--- src/rsc_pkg.sv ---
// Constants, register map and carrier types of the reset source controller.
// Assumes a 10 MHz APB clock; shared by the design and the bench.
package rsc_pkg;

  // Clock rate and power-on pulse timing
  localparam int CLK_MHZ     = 10;
  localparam int POR_MIN_NS  = 100;
  localparam int POR_CYC_RAW = (POR_MIN_NS * CLK_MHZ + 999) / 1000;
  localparam int POR_MIN_CYC = (POR_CYC_RAW < 1) ? 1 : POR_CYC_RAW;
  localparam int HOLD_W      = 8;

  // Register byte addresses
  localparam int          ADDR_W      = 12;
  localparam logic [11:0] CTRL_ADDR   = 12'h000;
  localparam logic [11:0] CAUSE_ADDR  = 12'h004;
  localparam logic [11:0] WDT_ADDR    = 12'h008;
  localparam logic [11:0] MONCFG_ADDR = 12'h00C;
  localparam logic [11:0] MONST_ADDR  = 12'h010;

  // Control register fields
  localparam int CTRL_SW_RESET = 0;
  localparam int CTRL_SW_BLOCK = 1;
  localparam int CTRL_WDT_EN   = 2;
  localparam int CTRL_WDT_KICK = 3;

  // Monitor configuration fields
  localparam int MON_ANA_LSB = 0;
  localparam int MON_DIG_LSB = 4;
  localparam int MON_EN_BIT  = 8;

  // Monitor status fields
  localparam int MST_SUP_LSB = 0;
  localparam int MST_ACTIVE  = 3;
  localparam int MST_POR_MON = 4;

  // Low trip codes: 0 is 2.45 V (brownout level), 12 is 5.45 V
  localparam int         TRIP_W        = 4;
  localparam logic [3:0] TRIP_CODE_MAX = 4'hC;
  localparam logic [3:0] TRIP_RST      = 4'h0;

  // Watchdog
  localparam int          WDT_W           = 16;
  localparam logic [15:0] WDT_TIMEOUT_RST = 16'hFFFF;

  // Bus answer constants
  localparam logic [31:0] RDATA_ZERO = 32'h0000_0000;

  // Reset cause flags, one per source
  typedef struct packed {
    logic wdt;
    logic sw;
    logic ext;
    logic por;
  } rsc_cause_t;

  localparam rsc_cause_t CAUSE_NONE = 4'h0;
  localparam rsc_cause_t CAUSE_POR  = 4'h1;
  localparam rsc_cause_t CAUSE_EXT  = 4'h2;
  localparam rsc_cause_t CAUSE_SW   = 4'h4;
  localparam rsc_cause_t CAUSE_WDT  = 4'h8;

  // Supply comparator results and interrupts
  typedef struct packed {
    logic ana_high;
    logic dig_low;
    logic ana_low;
  } rsc_supply_t;

  localparam rsc_supply_t SUPPLY_NONE = 3'h0;

  // Monitor configuration
  typedef struct packed {
    logic       mon_en;
    logic [3:0] dig_trip;
    logic [3:0] ana_trip;
  } rsc_mon_cfg_t;

  localparam rsc_mon_cfg_t MON_CFG_RST = 9'h000;

  // Reset sequencer states
  typedef enum logic [0:0] {
    RSC_HOLD = 1'b0,
    RSC_RUN  = 1'b1
  } rsc_state_t;

endpackage

--- src/rsc_top.sv ---
// Reset source controller: merges power-on, external pin, software and
// watchdog resets into one system reset, records the cause, and gates the
// supply monitors. Assumes APB master on pclk; analog comparators outside.
//
// Functional notes
// - System reset output clears processor, peripherals and their registers.
// - Cause of latest reset is kept in a software-readable status register.
// - Power-on reset clears the cause register of older sources.
// - Power-on reset pulse lasts at least 100 ns.
// - Power-on reset stretches while any supply remains below its trip.
// - Power-on monitor turns off when digital supply stable; oscillator starts. Here the oscillator starts once the trip clears, whatever the digital supply.
// - Supply monitors raise an interrupt when a supply leaves its range.
// - Low trip levels 2.45 V to 5.45 V in 250 mV steps.
// - Analog high trip is one fixed 5.75 V level, not programmable.
// - Monitors off until power-on reset done and in sleep or hibernate.
// - External pin low holds reset; response equals a power-on reset. Here watchdog enable and timeout, block bit and monitor config survive it.
// - External reset works in sleep and hibernate, only hibernate exit.
// - Software reset bit, by processor or DMA, resets like power-on. Here watchdog enable and timeout, block bit and monitor config survive it.
// - A control bit blocks the software reset command.
// - Watchdog not restarted within programmed timeout causes a reset.
// - Power-on reset leaves watchdog disabled until firmware enables it.
// - Watchdog enable cannot be cleared except by power-on reset.
// - Watchdog counts only in active mode.
`timescale 1ns/1ps

module rsc_top #(
  parameter int HOLD_CYC = rsc_pkg::POR_MIN_CYC
) (
  // Clock and power-on reset of this block
  input  wire logic                  pclk,
  input  wire logic                  presetn,
  // APB slave
  input  wire logic [11:0]           paddr,
  input  wire logic                  psel,
  input  wire logic                  penable,
  input  wire logic                  pwrite,
  input  wire logic [31:0]           pwdata,
  output logic [31:0]                prdata,
  output logic                       pready,
  output logic                       pslverr,
  // Supplies and power mode
  input  wire logic                  supply_below_trip,
  input  wire logic                  digital_supply_stable,
  input  wire logic                  low_power_mode,
  input  wire rsc_pkg::rsc_supply_t  supply_cmp,
  // External reset pin
  input  wire logic                  external_reset_pin_n,
  // Reset and power controls out
  output logic                       system_reset_n,
  output logic                       por_monitor_enable,
  output logic                       main_oscillator_enable,
  output logic                       monitor_enable,
  output logic [3:0]                 ana_trip_sel,
  output logic [3:0]                 dig_trip_sel,
  output rsc_pkg::rsc_supply_t       supply_irq
);

  // Sequencer and source state
  rsc_pkg::rsc_state_t               state;
  rsc_pkg::rsc_state_t               next_state;
  logic [rsc_pkg::HOLD_W-1:0]        hold_cnt;
  logic                              por_src;
  logic                              ext_src;
  logic                              sw_pulse;
  logic                              wdt_pulse;
  logic                              any_src;
  logic                              por_done;

  // Registers
  logic                              sw_block;
  logic                              wdt_en;
  logic [rsc_pkg::WDT_W-1:0]         wdt_timeout;
  logic [rsc_pkg::WDT_W-1:0]         wdt_cnt;
  rsc_pkg::rsc_cause_t               cause;
  rsc_pkg::rsc_cause_t               next_cause;
  rsc_pkg::rsc_mon_cfg_t             mon_cfg;

  // Bus decode
  logic                              setup;
  logic                              wr;
  logic                              mapped;
  logic                              kick;
  logic [31:0]                       next_rdata;
  logic [3:0]                        wr_ana;
  logic [3:0]                        wr_dig;

  // Zero-wait APB: setup registers read data, access completes at once
  assign setup  = psel & ~penable;
  assign wr     = psel & penable & pwrite;
  assign pready = 1'b1;
  assign mapped = (paddr == rsc_pkg::CTRL_ADDR)   |
                  (paddr == rsc_pkg::CAUSE_ADDR)  |
                  (paddr == rsc_pkg::WDT_ADDR)    |
                  (paddr == rsc_pkg::MONCFG_ADDR) |
                  (paddr == rsc_pkg::MONST_ADDR);
  assign pslverr = psel & penable & ~mapped;

  // Power-on source: supply below trip keeps it active as long as it lasts
  assign por_src = supply_below_trip;

  // External pin counts at any time, whatever the power mode
  assign ext_src = ~external_reset_pin_n;

  // Software reset command, refused while the block bit is set
  assign sw_pulse = wr & (paddr == rsc_pkg::CTRL_ADDR) &
                    pwdata[rsc_pkg::CTRL_SW_RESET] & ~sw_block;

  // Watchdog restart strobe
  assign kick = wr & (paddr == rsc_pkg::CTRL_ADDR) &
                pwdata[rsc_pkg::CTRL_WDT_KICK];

  assign any_src = por_src | ext_src | sw_pulse | wdt_pulse;

  // Sequencer next state
  always_comb
  begin
    next_state = state;
    unique case (state)
      rsc_pkg::RSC_HOLD:
      begin
        if (!any_src && hold_cnt == '0)
          next_state = rsc_pkg::RSC_RUN;
      end
      rsc_pkg::RSC_RUN:
      begin
        if (any_src)
          next_state = rsc_pkg::RSC_HOLD;
      end
    endcase
  end

  // Sequencer state and stretch counter; reload while any source is active
  always_ff @(posedge pclk or negedge presetn)
  begin
    if (!presetn)
    begin
      state    <= rsc_pkg::RSC_HOLD;
      hold_cnt <= rsc_pkg::HOLD_W'(HOLD_CYC);
    end
    else
    begin
      state <= next_state;
      if (any_src)
        hold_cnt <= rsc_pkg::HOLD_W'(HOLD_CYC);
      else if (hold_cnt != '0)
        hold_cnt <= hold_cnt - 1'b1;
    end
  end

  // System reset output, released on a single clock edge
  always_ff @(posedge pclk or negedge presetn)
  begin
    if (!presetn)
      system_reset_n <= 1'b0;
    else
      system_reset_n <= (next_state == rsc_pkg::RSC_RUN);
  end

  // Power-on completion flag, cleared whenever a supply trips again
  always_ff @(posedge pclk or negedge presetn)
  begin
    if (!presetn)
      por_done <= 1'b0;
    else if (por_src)
      por_done <= 1'b0;
    else if (state == rsc_pkg::RSC_RUN)
      por_done <= 1'b1;
  end

  // Power-on monitor on until digital supply is stable and no trip; oscillator on while no trip
  always_ff @(posedge pclk or negedge presetn)
  begin
    if (!presetn)
    begin
      por_monitor_enable     <= 1'b1;
      main_oscillator_enable <= 1'b0;
    end
    else
    begin
      por_monitor_enable     <= ~digital_supply_stable | por_src;
      main_oscillator_enable <= ~por_src;
    end
  end

  // Cause capture: on entry to reset, only the winning source is set
  always_comb
  begin
    next_cause = cause;
    if (por_src)
      next_cause = rsc_pkg::CAUSE_POR;
    else if (state == rsc_pkg::RSC_RUN)
    begin
      if (ext_src)
        next_cause = rsc_pkg::CAUSE_EXT;
      else if (wdt_pulse)
        next_cause = rsc_pkg::CAUSE_WDT;
      else if (sw_pulse)
        next_cause = rsc_pkg::CAUSE_SW;
    end
  end

  // Cause register; power-up leaves only the power-on flag
  always_ff @(posedge pclk or negedge presetn)
  begin
    if (!presetn)
      cause <= rsc_pkg::CAUSE_POR;
    else
      cause <= next_cause;
  end

  // Software reset block bit, kept through non-power-on resets
  always_ff @(posedge pclk or negedge presetn)
  begin
    if (!presetn)
      sw_block <= 1'b0;
    else if (por_src)
      sw_block <= 1'b0;
    else if (wr && paddr == rsc_pkg::CTRL_ADDR)
      sw_block <= pwdata[rsc_pkg::CTRL_SW_BLOCK];
  end

  // Watchdog enable: set-only, cleared by power-on reset alone
  always_ff @(posedge pclk or negedge presetn)
  begin
    if (!presetn)
      wdt_en <= 1'b0;
    else if (por_src)
      wdt_en <= 1'b0;
    else if (wr && paddr == rsc_pkg::CTRL_ADDR &&
             pwdata[rsc_pkg::CTRL_WDT_EN])
      wdt_en <= 1'b1;
  end

  // Watchdog timeout value
  always_ff @(posedge pclk or negedge presetn)
  begin
    if (!presetn)
      wdt_timeout <= rsc_pkg::WDT_TIMEOUT_RST;
    else if (por_src)
      wdt_timeout <= rsc_pkg::WDT_TIMEOUT_RST;
    else if (wr && paddr == rsc_pkg::WDT_ADDR)
      wdt_timeout <= pwdata[rsc_pkg::WDT_W-1:0];
  end

  // Watchdog counter: runs in active mode outside reset, restart clears it
  always_ff @(posedge pclk or negedge presetn)
  begin
    if (!presetn)
    begin
      wdt_cnt   <= '0;
      wdt_pulse <= 1'b0;
    end
    else if (state == rsc_pkg::RSC_HOLD || !wdt_en || kick)
    begin
      wdt_cnt   <= '0;
      wdt_pulse <= 1'b0;
    end
    else if (low_power_mode)
    begin
      wdt_pulse <= 1'b0;
    end
    else if (wdt_cnt >= wdt_timeout)
    begin
      wdt_cnt   <= '0;
      wdt_pulse <= 1'b1;
    end
    else
    begin
      wdt_cnt   <= wdt_cnt + 1'b1;
      wdt_pulse <= 1'b0;
    end
  end

  // Trip codes beyond 5.45 V are refused, the old code is kept
  assign wr_ana = pwdata[rsc_pkg::MON_ANA_LSB +: rsc_pkg::TRIP_W];
  assign wr_dig = pwdata[rsc_pkg::MON_DIG_LSB +: rsc_pkg::TRIP_W];

  // Monitor configuration
  always_ff @(posedge pclk or negedge presetn)
  begin
    if (!presetn)
      mon_cfg <= rsc_pkg::MON_CFG_RST;
    else if (por_src)
      mon_cfg <= rsc_pkg::MON_CFG_RST;
    else if (wr && paddr == rsc_pkg::MONCFG_ADDR)
    begin
      mon_cfg.mon_en <= pwdata[rsc_pkg::MON_EN_BIT];
      if (wr_ana <= rsc_pkg::TRIP_CODE_MAX)
        mon_cfg.ana_trip <= wr_ana;
      if (wr_dig <= rsc_pkg::TRIP_CODE_MAX)
        mon_cfg.dig_trip <= wr_dig;
    end
  end

  // Monitor gating and comparator selections; high trip has no selection
  always_ff @(posedge pclk or negedge presetn)
  begin
    if (!presetn)
    begin
      monitor_enable <= 1'b0;
      ana_trip_sel   <= rsc_pkg::TRIP_RST;
      dig_trip_sel   <= rsc_pkg::TRIP_RST;
    end
    else
    begin
      monitor_enable <= mon_cfg.mon_en & por_done & ~por_src &
                        ~low_power_mode;
      ana_trip_sel   <= mon_cfg.ana_trip;
      dig_trip_sel   <= mon_cfg.dig_trip;
    end
  end

  // Supply interrupts follow comparators while monitoring is enabled
  always_ff @(posedge pclk or negedge presetn)
  begin
    if (!presetn)
      supply_irq <= rsc_pkg::SUPPLY_NONE;
    else if (monitor_enable && !low_power_mode)
      supply_irq <= supply_cmp;
    else
      supply_irq <= rsc_pkg::SUPPLY_NONE;
  end

  // Read mux; strobe bits read as zero
  always_comb
  begin
    next_rdata = rsc_pkg::RDATA_ZERO;
    unique case (paddr)
      rsc_pkg::CTRL_ADDR:
      begin
        next_rdata[rsc_pkg::CTRL_SW_BLOCK] = sw_block;
        next_rdata[rsc_pkg::CTRL_WDT_EN]   = wdt_en;
      end
      rsc_pkg::CAUSE_ADDR:
        next_rdata[3:0] = cause;
      rsc_pkg::WDT_ADDR:
        next_rdata[rsc_pkg::WDT_W-1:0] = wdt_timeout;
      rsc_pkg::MONCFG_ADDR:
      begin
        next_rdata[rsc_pkg::MON_ANA_LSB +: rsc_pkg::TRIP_W] = mon_cfg.ana_trip;
        next_rdata[rsc_pkg::MON_DIG_LSB +: rsc_pkg::TRIP_W] = mon_cfg.dig_trip;
        next_rdata[rsc_pkg::MON_EN_BIT] = mon_cfg.mon_en;
      end
      rsc_pkg::MONST_ADDR:
      begin
        next_rdata[rsc_pkg::MST_SUP_LSB +: 3] = supply_irq;
        next_rdata[rsc_pkg::MST_ACTIVE]  = monitor_enable;
        next_rdata[rsc_pkg::MST_POR_MON] = por_monitor_enable;
      end
      default:
        next_rdata = rsc_pkg::RDATA_ZERO;
    endcase
  end

  // Read data registered in the setup cycle
  always_ff @(posedge pclk or negedge presetn)
  begin
    if (!presetn)
      prdata <= rsc_pkg::RDATA_ZERO;
    else if (setup && !pwrite)
      prdata <= next_rdata;
  end

endmodule
--- config.mk ---
export PLATFORM = sky130hd
export DESIGN_NAME = rsc_top
export DESIGN_NICKNAME = d
export VERILOG_FILES = /design/src/rsc_pkg.sv /design/src/rsc_top.sv
export SDC_FILE = /design/constraint.sdc
export NUM_CORES = 1
export LEC_CHECK = 0
export BUFFER_PORTS_ARGS = -buffer_cell sky130_fd_sc_hd__buf_4
export CAP_MARGIN = 20
export CORE_MARGIN = 3
export CORE_UTILIZATION = 54
export CTS_BUF_LIST = sky130_fd_sc_hd__clkbuf_16
export CTS_CLUSTER_DIAMETER = 50
export CTS_CLUSTER_SIZE = 8
export DETAILED_ROUTE_END_ITERATION = 7
export PLACE_DENSITY = 0.8
export SETUP_SLACK_MARGIN = 0.05
export SLEW_MARGIN = 20
export SYNTH_ARGS = -nofsm -noshare
export SYNTH_HDL_FRONTEND = slang
export SYNTH_SLANG_ARGS = --single-unit
--- constraint.sdc ---
create_clock -name pclk -period 2.6 [get_ports pclk]
set_input_delay 0.13 -clock pclk [delete_from_list [all_inputs] [get_ports pclk]]
set_output_delay 0.13 -clock pclk [all_outputs]
set_load 0.01 [all_outputs]
* Word level (Yosys, flattened, before mapping)
Cells that the tools add are included.
Operators by class: add/subtract/negate cells 2, bitwise logic cells 27, equal/unequal tests 6, magnitude comparators 3, reduce and logical (&&, ||, !) cells 27, multiplexer cells 35
Operators by type and width (number):
- 16-bit two-way mux | 5
- 4-bit two-way mux | 7
- 12-bit by 4-bit == test with 1-bit output, second input constant | 2
- 9-bit two-way mux | 2
- 16-bit by 1-bit adder with 16-bit output, second input constant | 1
- 16-bit >= comparator | 1
- 8-bit two-way mux | 2
- 2-bit nonzero test | 8
- 12-bit by 3-bit == test with 1-bit output, second input constant | 1
- 12-bit by 5-bit == test with 1-bit output, second input constant | 1
- 12-bit logical NOT | 1
- 1-bit AND | 11
- 1-bit two-way mux | 11
- 2-bit case mux with 5 select lines | 1
- 4-bit <= comparator, second input constant | 2
- 8-bit logical NOT | 1
- 1-bit NOT | 8
- 1-bit OR | 8
- 1-bit case mux with 4 select lines | 2
- 4-bit case mux with 2 select lines | 1
- 8-bit nonzero test | 1
- 8-bit by 1-bit subtractor with 8-bit output, second input constant | 1
- 1-bit logical AND | 7
- 7-bit two-way mux | 1
- other kinds (8) | 14
Word-level totals: bits in registers 88, word-level logic and storage cells 124, output and inout bits 49

* Depth between registers and ports, before layout
word-level depth 11, mapped depth 9

* Worst setup path before layout
Ideal clock, no wire load.
path type reg2reg, from register wdt_timeout[13] in the netlist's numbering, to register wdt_cnt[10] in the netlist's numbering, setup time 0.069 ns, path slack 0.301 ns, data arrival time 2.230 ns, path buffers 1, clock period less this slack 2.299 ns, required time 2.531 ns, stages on the path, launching flop included 10, path through dfstp_2 > inv_1 > ha_1 > a21o_1 > a21o_1 > a2111o_1 > a211oi_4 > o21ai_2 > buf_6 > nor2_2
Between the ends: longest elaborated chain between the ends 4
RTL lines:
- start, declared | line rsc_top.sv:72 | logic [rsc_pkg::WDT_W-1:0] wdt_timeout;
- start signal, assigned | line rsc_top.sv:238 | wdt_timeout <= rsc_pkg::WDT_TIMEOUT_RST;
- start signal, assigned | line rsc_top.sv:240 | wdt_timeout <= rsc_pkg::WDT_TIMEOUT_RST;
- start signal, assigned | line rsc_top.sv:242 | wdt_timeout <= pwdata[rsc_pkg::WDT_W-1:0];
- 16-bit >= comparator | line rsc_top.sv:262 | else if (wdt_cnt >= wdt_timeout)
- 16-bit two-way mux | line rsc_top.sv:262
- 16-bit two-way mux | line rsc_top.sv:258 | else if (low_power_mode)
- 16-bit two-way mux | line rsc_top.sv:253 | else if (state == rsc_pkg::RSC_HOLD || !wdt_en || kick)
- end signal, assigned | line rsc_top.sv:269 | wdt_cnt <= wdt_cnt + 1'b1;
- end, declared | line rsc_top.sv:73 | logic [rsc_pkg::WDT_W-1:0] wdt_cnt;
No other way between the ends. The select of a mux whose other input is x is not followed. A chain may end at the register's enable or synchronous reset.

* Worst setup path in the final report
from register wdt_timeout[13] in the netlist's numbering, to register wdt_cnt[4] in the netlist's numbering
Same word-level chain as after synthesis.

==> results.cfg <==
[final_layout]
ff_latch_area_um2 = 2226
drive_gt1_share_pct = 25.88
num_antenna_cells = 0
nets = 606
multi_input_area_um2 = 2082
fillCellCount = 578
syn_to_final_growth_pct = 20.88

[sta]
slew_headroom_pct = 41.99
finalHoldViolCount = 0
tightestPinTransition_ns = 0.8635
fin_skew_ns = 0.009906
fin_crit_ns = 2.541
fin_crit_sh_pct = 97.72
slew_viol_final = 0
setup-violations-final = 0
timing.setup.tns_ns = 0
max_freq_mhz = 393.6
rsz0062_at_grt = true
hold_ws_ns = 0.007696

[die]
core-area_um2 = 7928
fp.dieW_um = 97.66
fp.dieH_um = 97.66
rows = 32
floorplan.initialDensity_pct = 57.23
ios = 105
die_area_um2 = 9537

[setup_path]
setup.worst_path.start_class = flip-flop
timing.critical_path.to_type = flip-flop
critPathKind = flip-flop to flip-flop
worst_r2r_path_depth = 9
cp_max_fo = 7
reg2reg_slack_ns = 0.06
reg2reg_from = wdt_timeout[13]
worstPathArrival_ns = 2.79
rr_endpoint = wdt_cnt[4]
crit_path_start = wdt_timeout[13]
crit_required_ns = 2.85

[placed_design]
dp_hpwl_mm = 7.372
place.gp.congestion = 0.8357
io_buffers = 71

[cts]
ctsHtreeMaxLevel = 3
clockBufferDepth = 2
clk_pin_slew_worst_paths_ns = 0.07
numCtsBuffers = 9
cts_tree = yes
cts-root-buf = clkbuf_16
clk_latency_ns = 0.35
clock-sinks = 88

[power]
leakagePower_nw = 2.610
powerDensity_nw_per_um2 = 523.0
ir_worst_vdd_v = 0.0002846
total_power_mw = 2.868

[synthesis]
synth_edf_count = 0
async_flop_share_pct = 100.0
yosys_warnings = 0
synthFlopType = dfrtp_1
ys_seq_elements = 88
synth_top_cell_by_area = dfrtp_1
synthMostInstantiatedCell = dfrtp_1
synth.yosys.seq_area_share_pct = 49.06
syn_area_um2 = 4537
yosys-top-cells-area = dfrtp_1, dfstp_2, ha_1, nand2_1, o211ai_1
syn-mean-instance-area_um2 = 9.927
synth_common_cells = dfrtp_1, nand2_1, nor2_1, inv_1, o211ai_1
synth_cells = 457
synthDistinctLibCells = 62
synth_top_area_share_pct = 38.06

[detailed_routing]
drtPass1Iterations = 6
vias_per_cell = 5.685
vias = 3633
drtIter0Drc = 312
drtAntennaViolNets = 0
drc_errors = 0
wl_per_cell_um = 16.56
wl_mm = 10.58

[global_route]
antenna_found_initial = 0
grt_max_degree = 55
grt-ovfl-total = 0
grt_usage_pct = 22.83
grt_pass1_wl_mm = 17.67
grt_pass1_vias = 3630

[worst_hold_path]
min_path_cells = 2
min_from = supply_cmp[2]
hp-class = input port to flip-flop
hold_path_end = supply_irq[2]

[job]
cap_violations = 0

[outcome]
outcome = complete, no violations
==> critical path, cell delays in order, from the launching register on <==
cell,delay (ns)
dfstp_2,0.55
inv_1,0.06
ha_1,0.31
a21o_1,0.18
a21o_1,0.18
a2111o_1,0.43
a211oi_4,0.29
buf_6,0.17
nand4_1,0.12
o211ai_1,0.15
==> stage by stage <==
step           util, %  area, µm²  worst slack [ns]  instances
2_1_floorplan        -       4593            0.3013        472
3_3_place_gp     64.39       5105           0.06752        617
3_5_place_dp     64.39       5105           0.05017        617
4_1_cts          68.77       5451            0.1104        637
5_1_grt          69.18       5484          0.009873        639
6_report         69.18       5484           0.05933        639
==> power by group <==
part	total (mW)	internal, mW	switching (mW)	leakage (nW)
clock network	1.27	0.678	0.592	0.147
registers	1.39	1.38	0.00959	1.16
logic	0.207	0.0824	0.124	1.30
total	2.87	2.14	0.726	2.61
==> cell type report <==
class	instances	share of cell area (%)
Clock buffer	9	4.107
Clock inverter	7	1.346
Inverter	27	1.848
Multi-Input combinational cell	322	37.96
Sequential cell	88	40.59
Tap cell	102	2.327
Timing Repair Buffer	84	11.82
==> state kept, by name, summed over array words and instances (netlist names), 3 cells and up <==
signal	flops
hold_cnt	8
wdt_timeout	16
supply_irq	3
cause	4
ana_trip_sel	4
wdt_cnt	16
mon_cfg	9
prdata	16
dig_trip_sel	4
==> worst max-delay path by stage <==
stage               slack [ns]           to  cells after the start
floorplan                 0.30  wdt_cnt[10]                      9
global placement          0.07   wdt_cnt[0]                      7
detailed placement        0.05   wdt_cnt[0]                      7
CTS                       0.11   wdt_cnt[4]                      9
global route              0.01  wdt_cnt[15]                      9
finish                    0.06   wdt_cnt[4]                      9
==> repair_timing <==
action,4_1_cts,5_1_grt
gates resized for setup,1,5
hold buffers,4,0
cloned,0,1
setup buffers,0,1
endpoints found under the hold margin,38,0
endpoints found under the setup margin,11,16
pin swaps,0,3
==> kinds of logic after synthesis <==
kind of cell / synth area share, %
compound gates: 15.50
xor+xnor: 2.896
fa+ha+maj: 4.964
buf+inv: 7.032
flops: 49.06
mux: 2.013
other cells: 0.1655
simple gates: 18.37
==> metal layers <==
metal | global-route usage, % | up-vias | share of wire [%]
li1 | - | 1730 | -
met2 | 37.80 | 155 | 49
met4 | 7.561 | 0 | 1.4
met5 | 0 | - | 0
met3 | 4.020 | 13 | 6.4
met1 | 30.49 | 1735 | 43
==> cell usage in the layout (no fill, tap or decap), types with 4 or more instances in the layout <==
cell / Yosys / routed
o211ai_1: 20 / 20
dfrtp_1: 69 / 69
nor3_1: 12 / 12
clkbuf_16: 0 / 9
nand2b_1: 5 / 5
conb_1: 2 / 17
nand3_1: 12 / 12
nor2_1: 31 / 30
nor2b_1: 6 / 6
inv_1: 26 / 26
buf_4: 18 / 78
and3_1: 10 / 10
mux2i_1: 8 / 8
dlygate4sd3_1: 0 / 4
a22oi_1: 10 / 10
ha_1: 18 / 18
dfstp_2: 19 / 19
xor2_1: 8 / 8
o21ai_0: 6 / 6
and2_1: 6 / 6
nor2_2: 9 / 10
nand2_1: 55 / 55
o21ai_1: 17 / 17
xnor2_1: 7 / 7
a22o_1: 4 / 4
a21oi_1: 12 / 12
(Power assumes the default switching activity.)
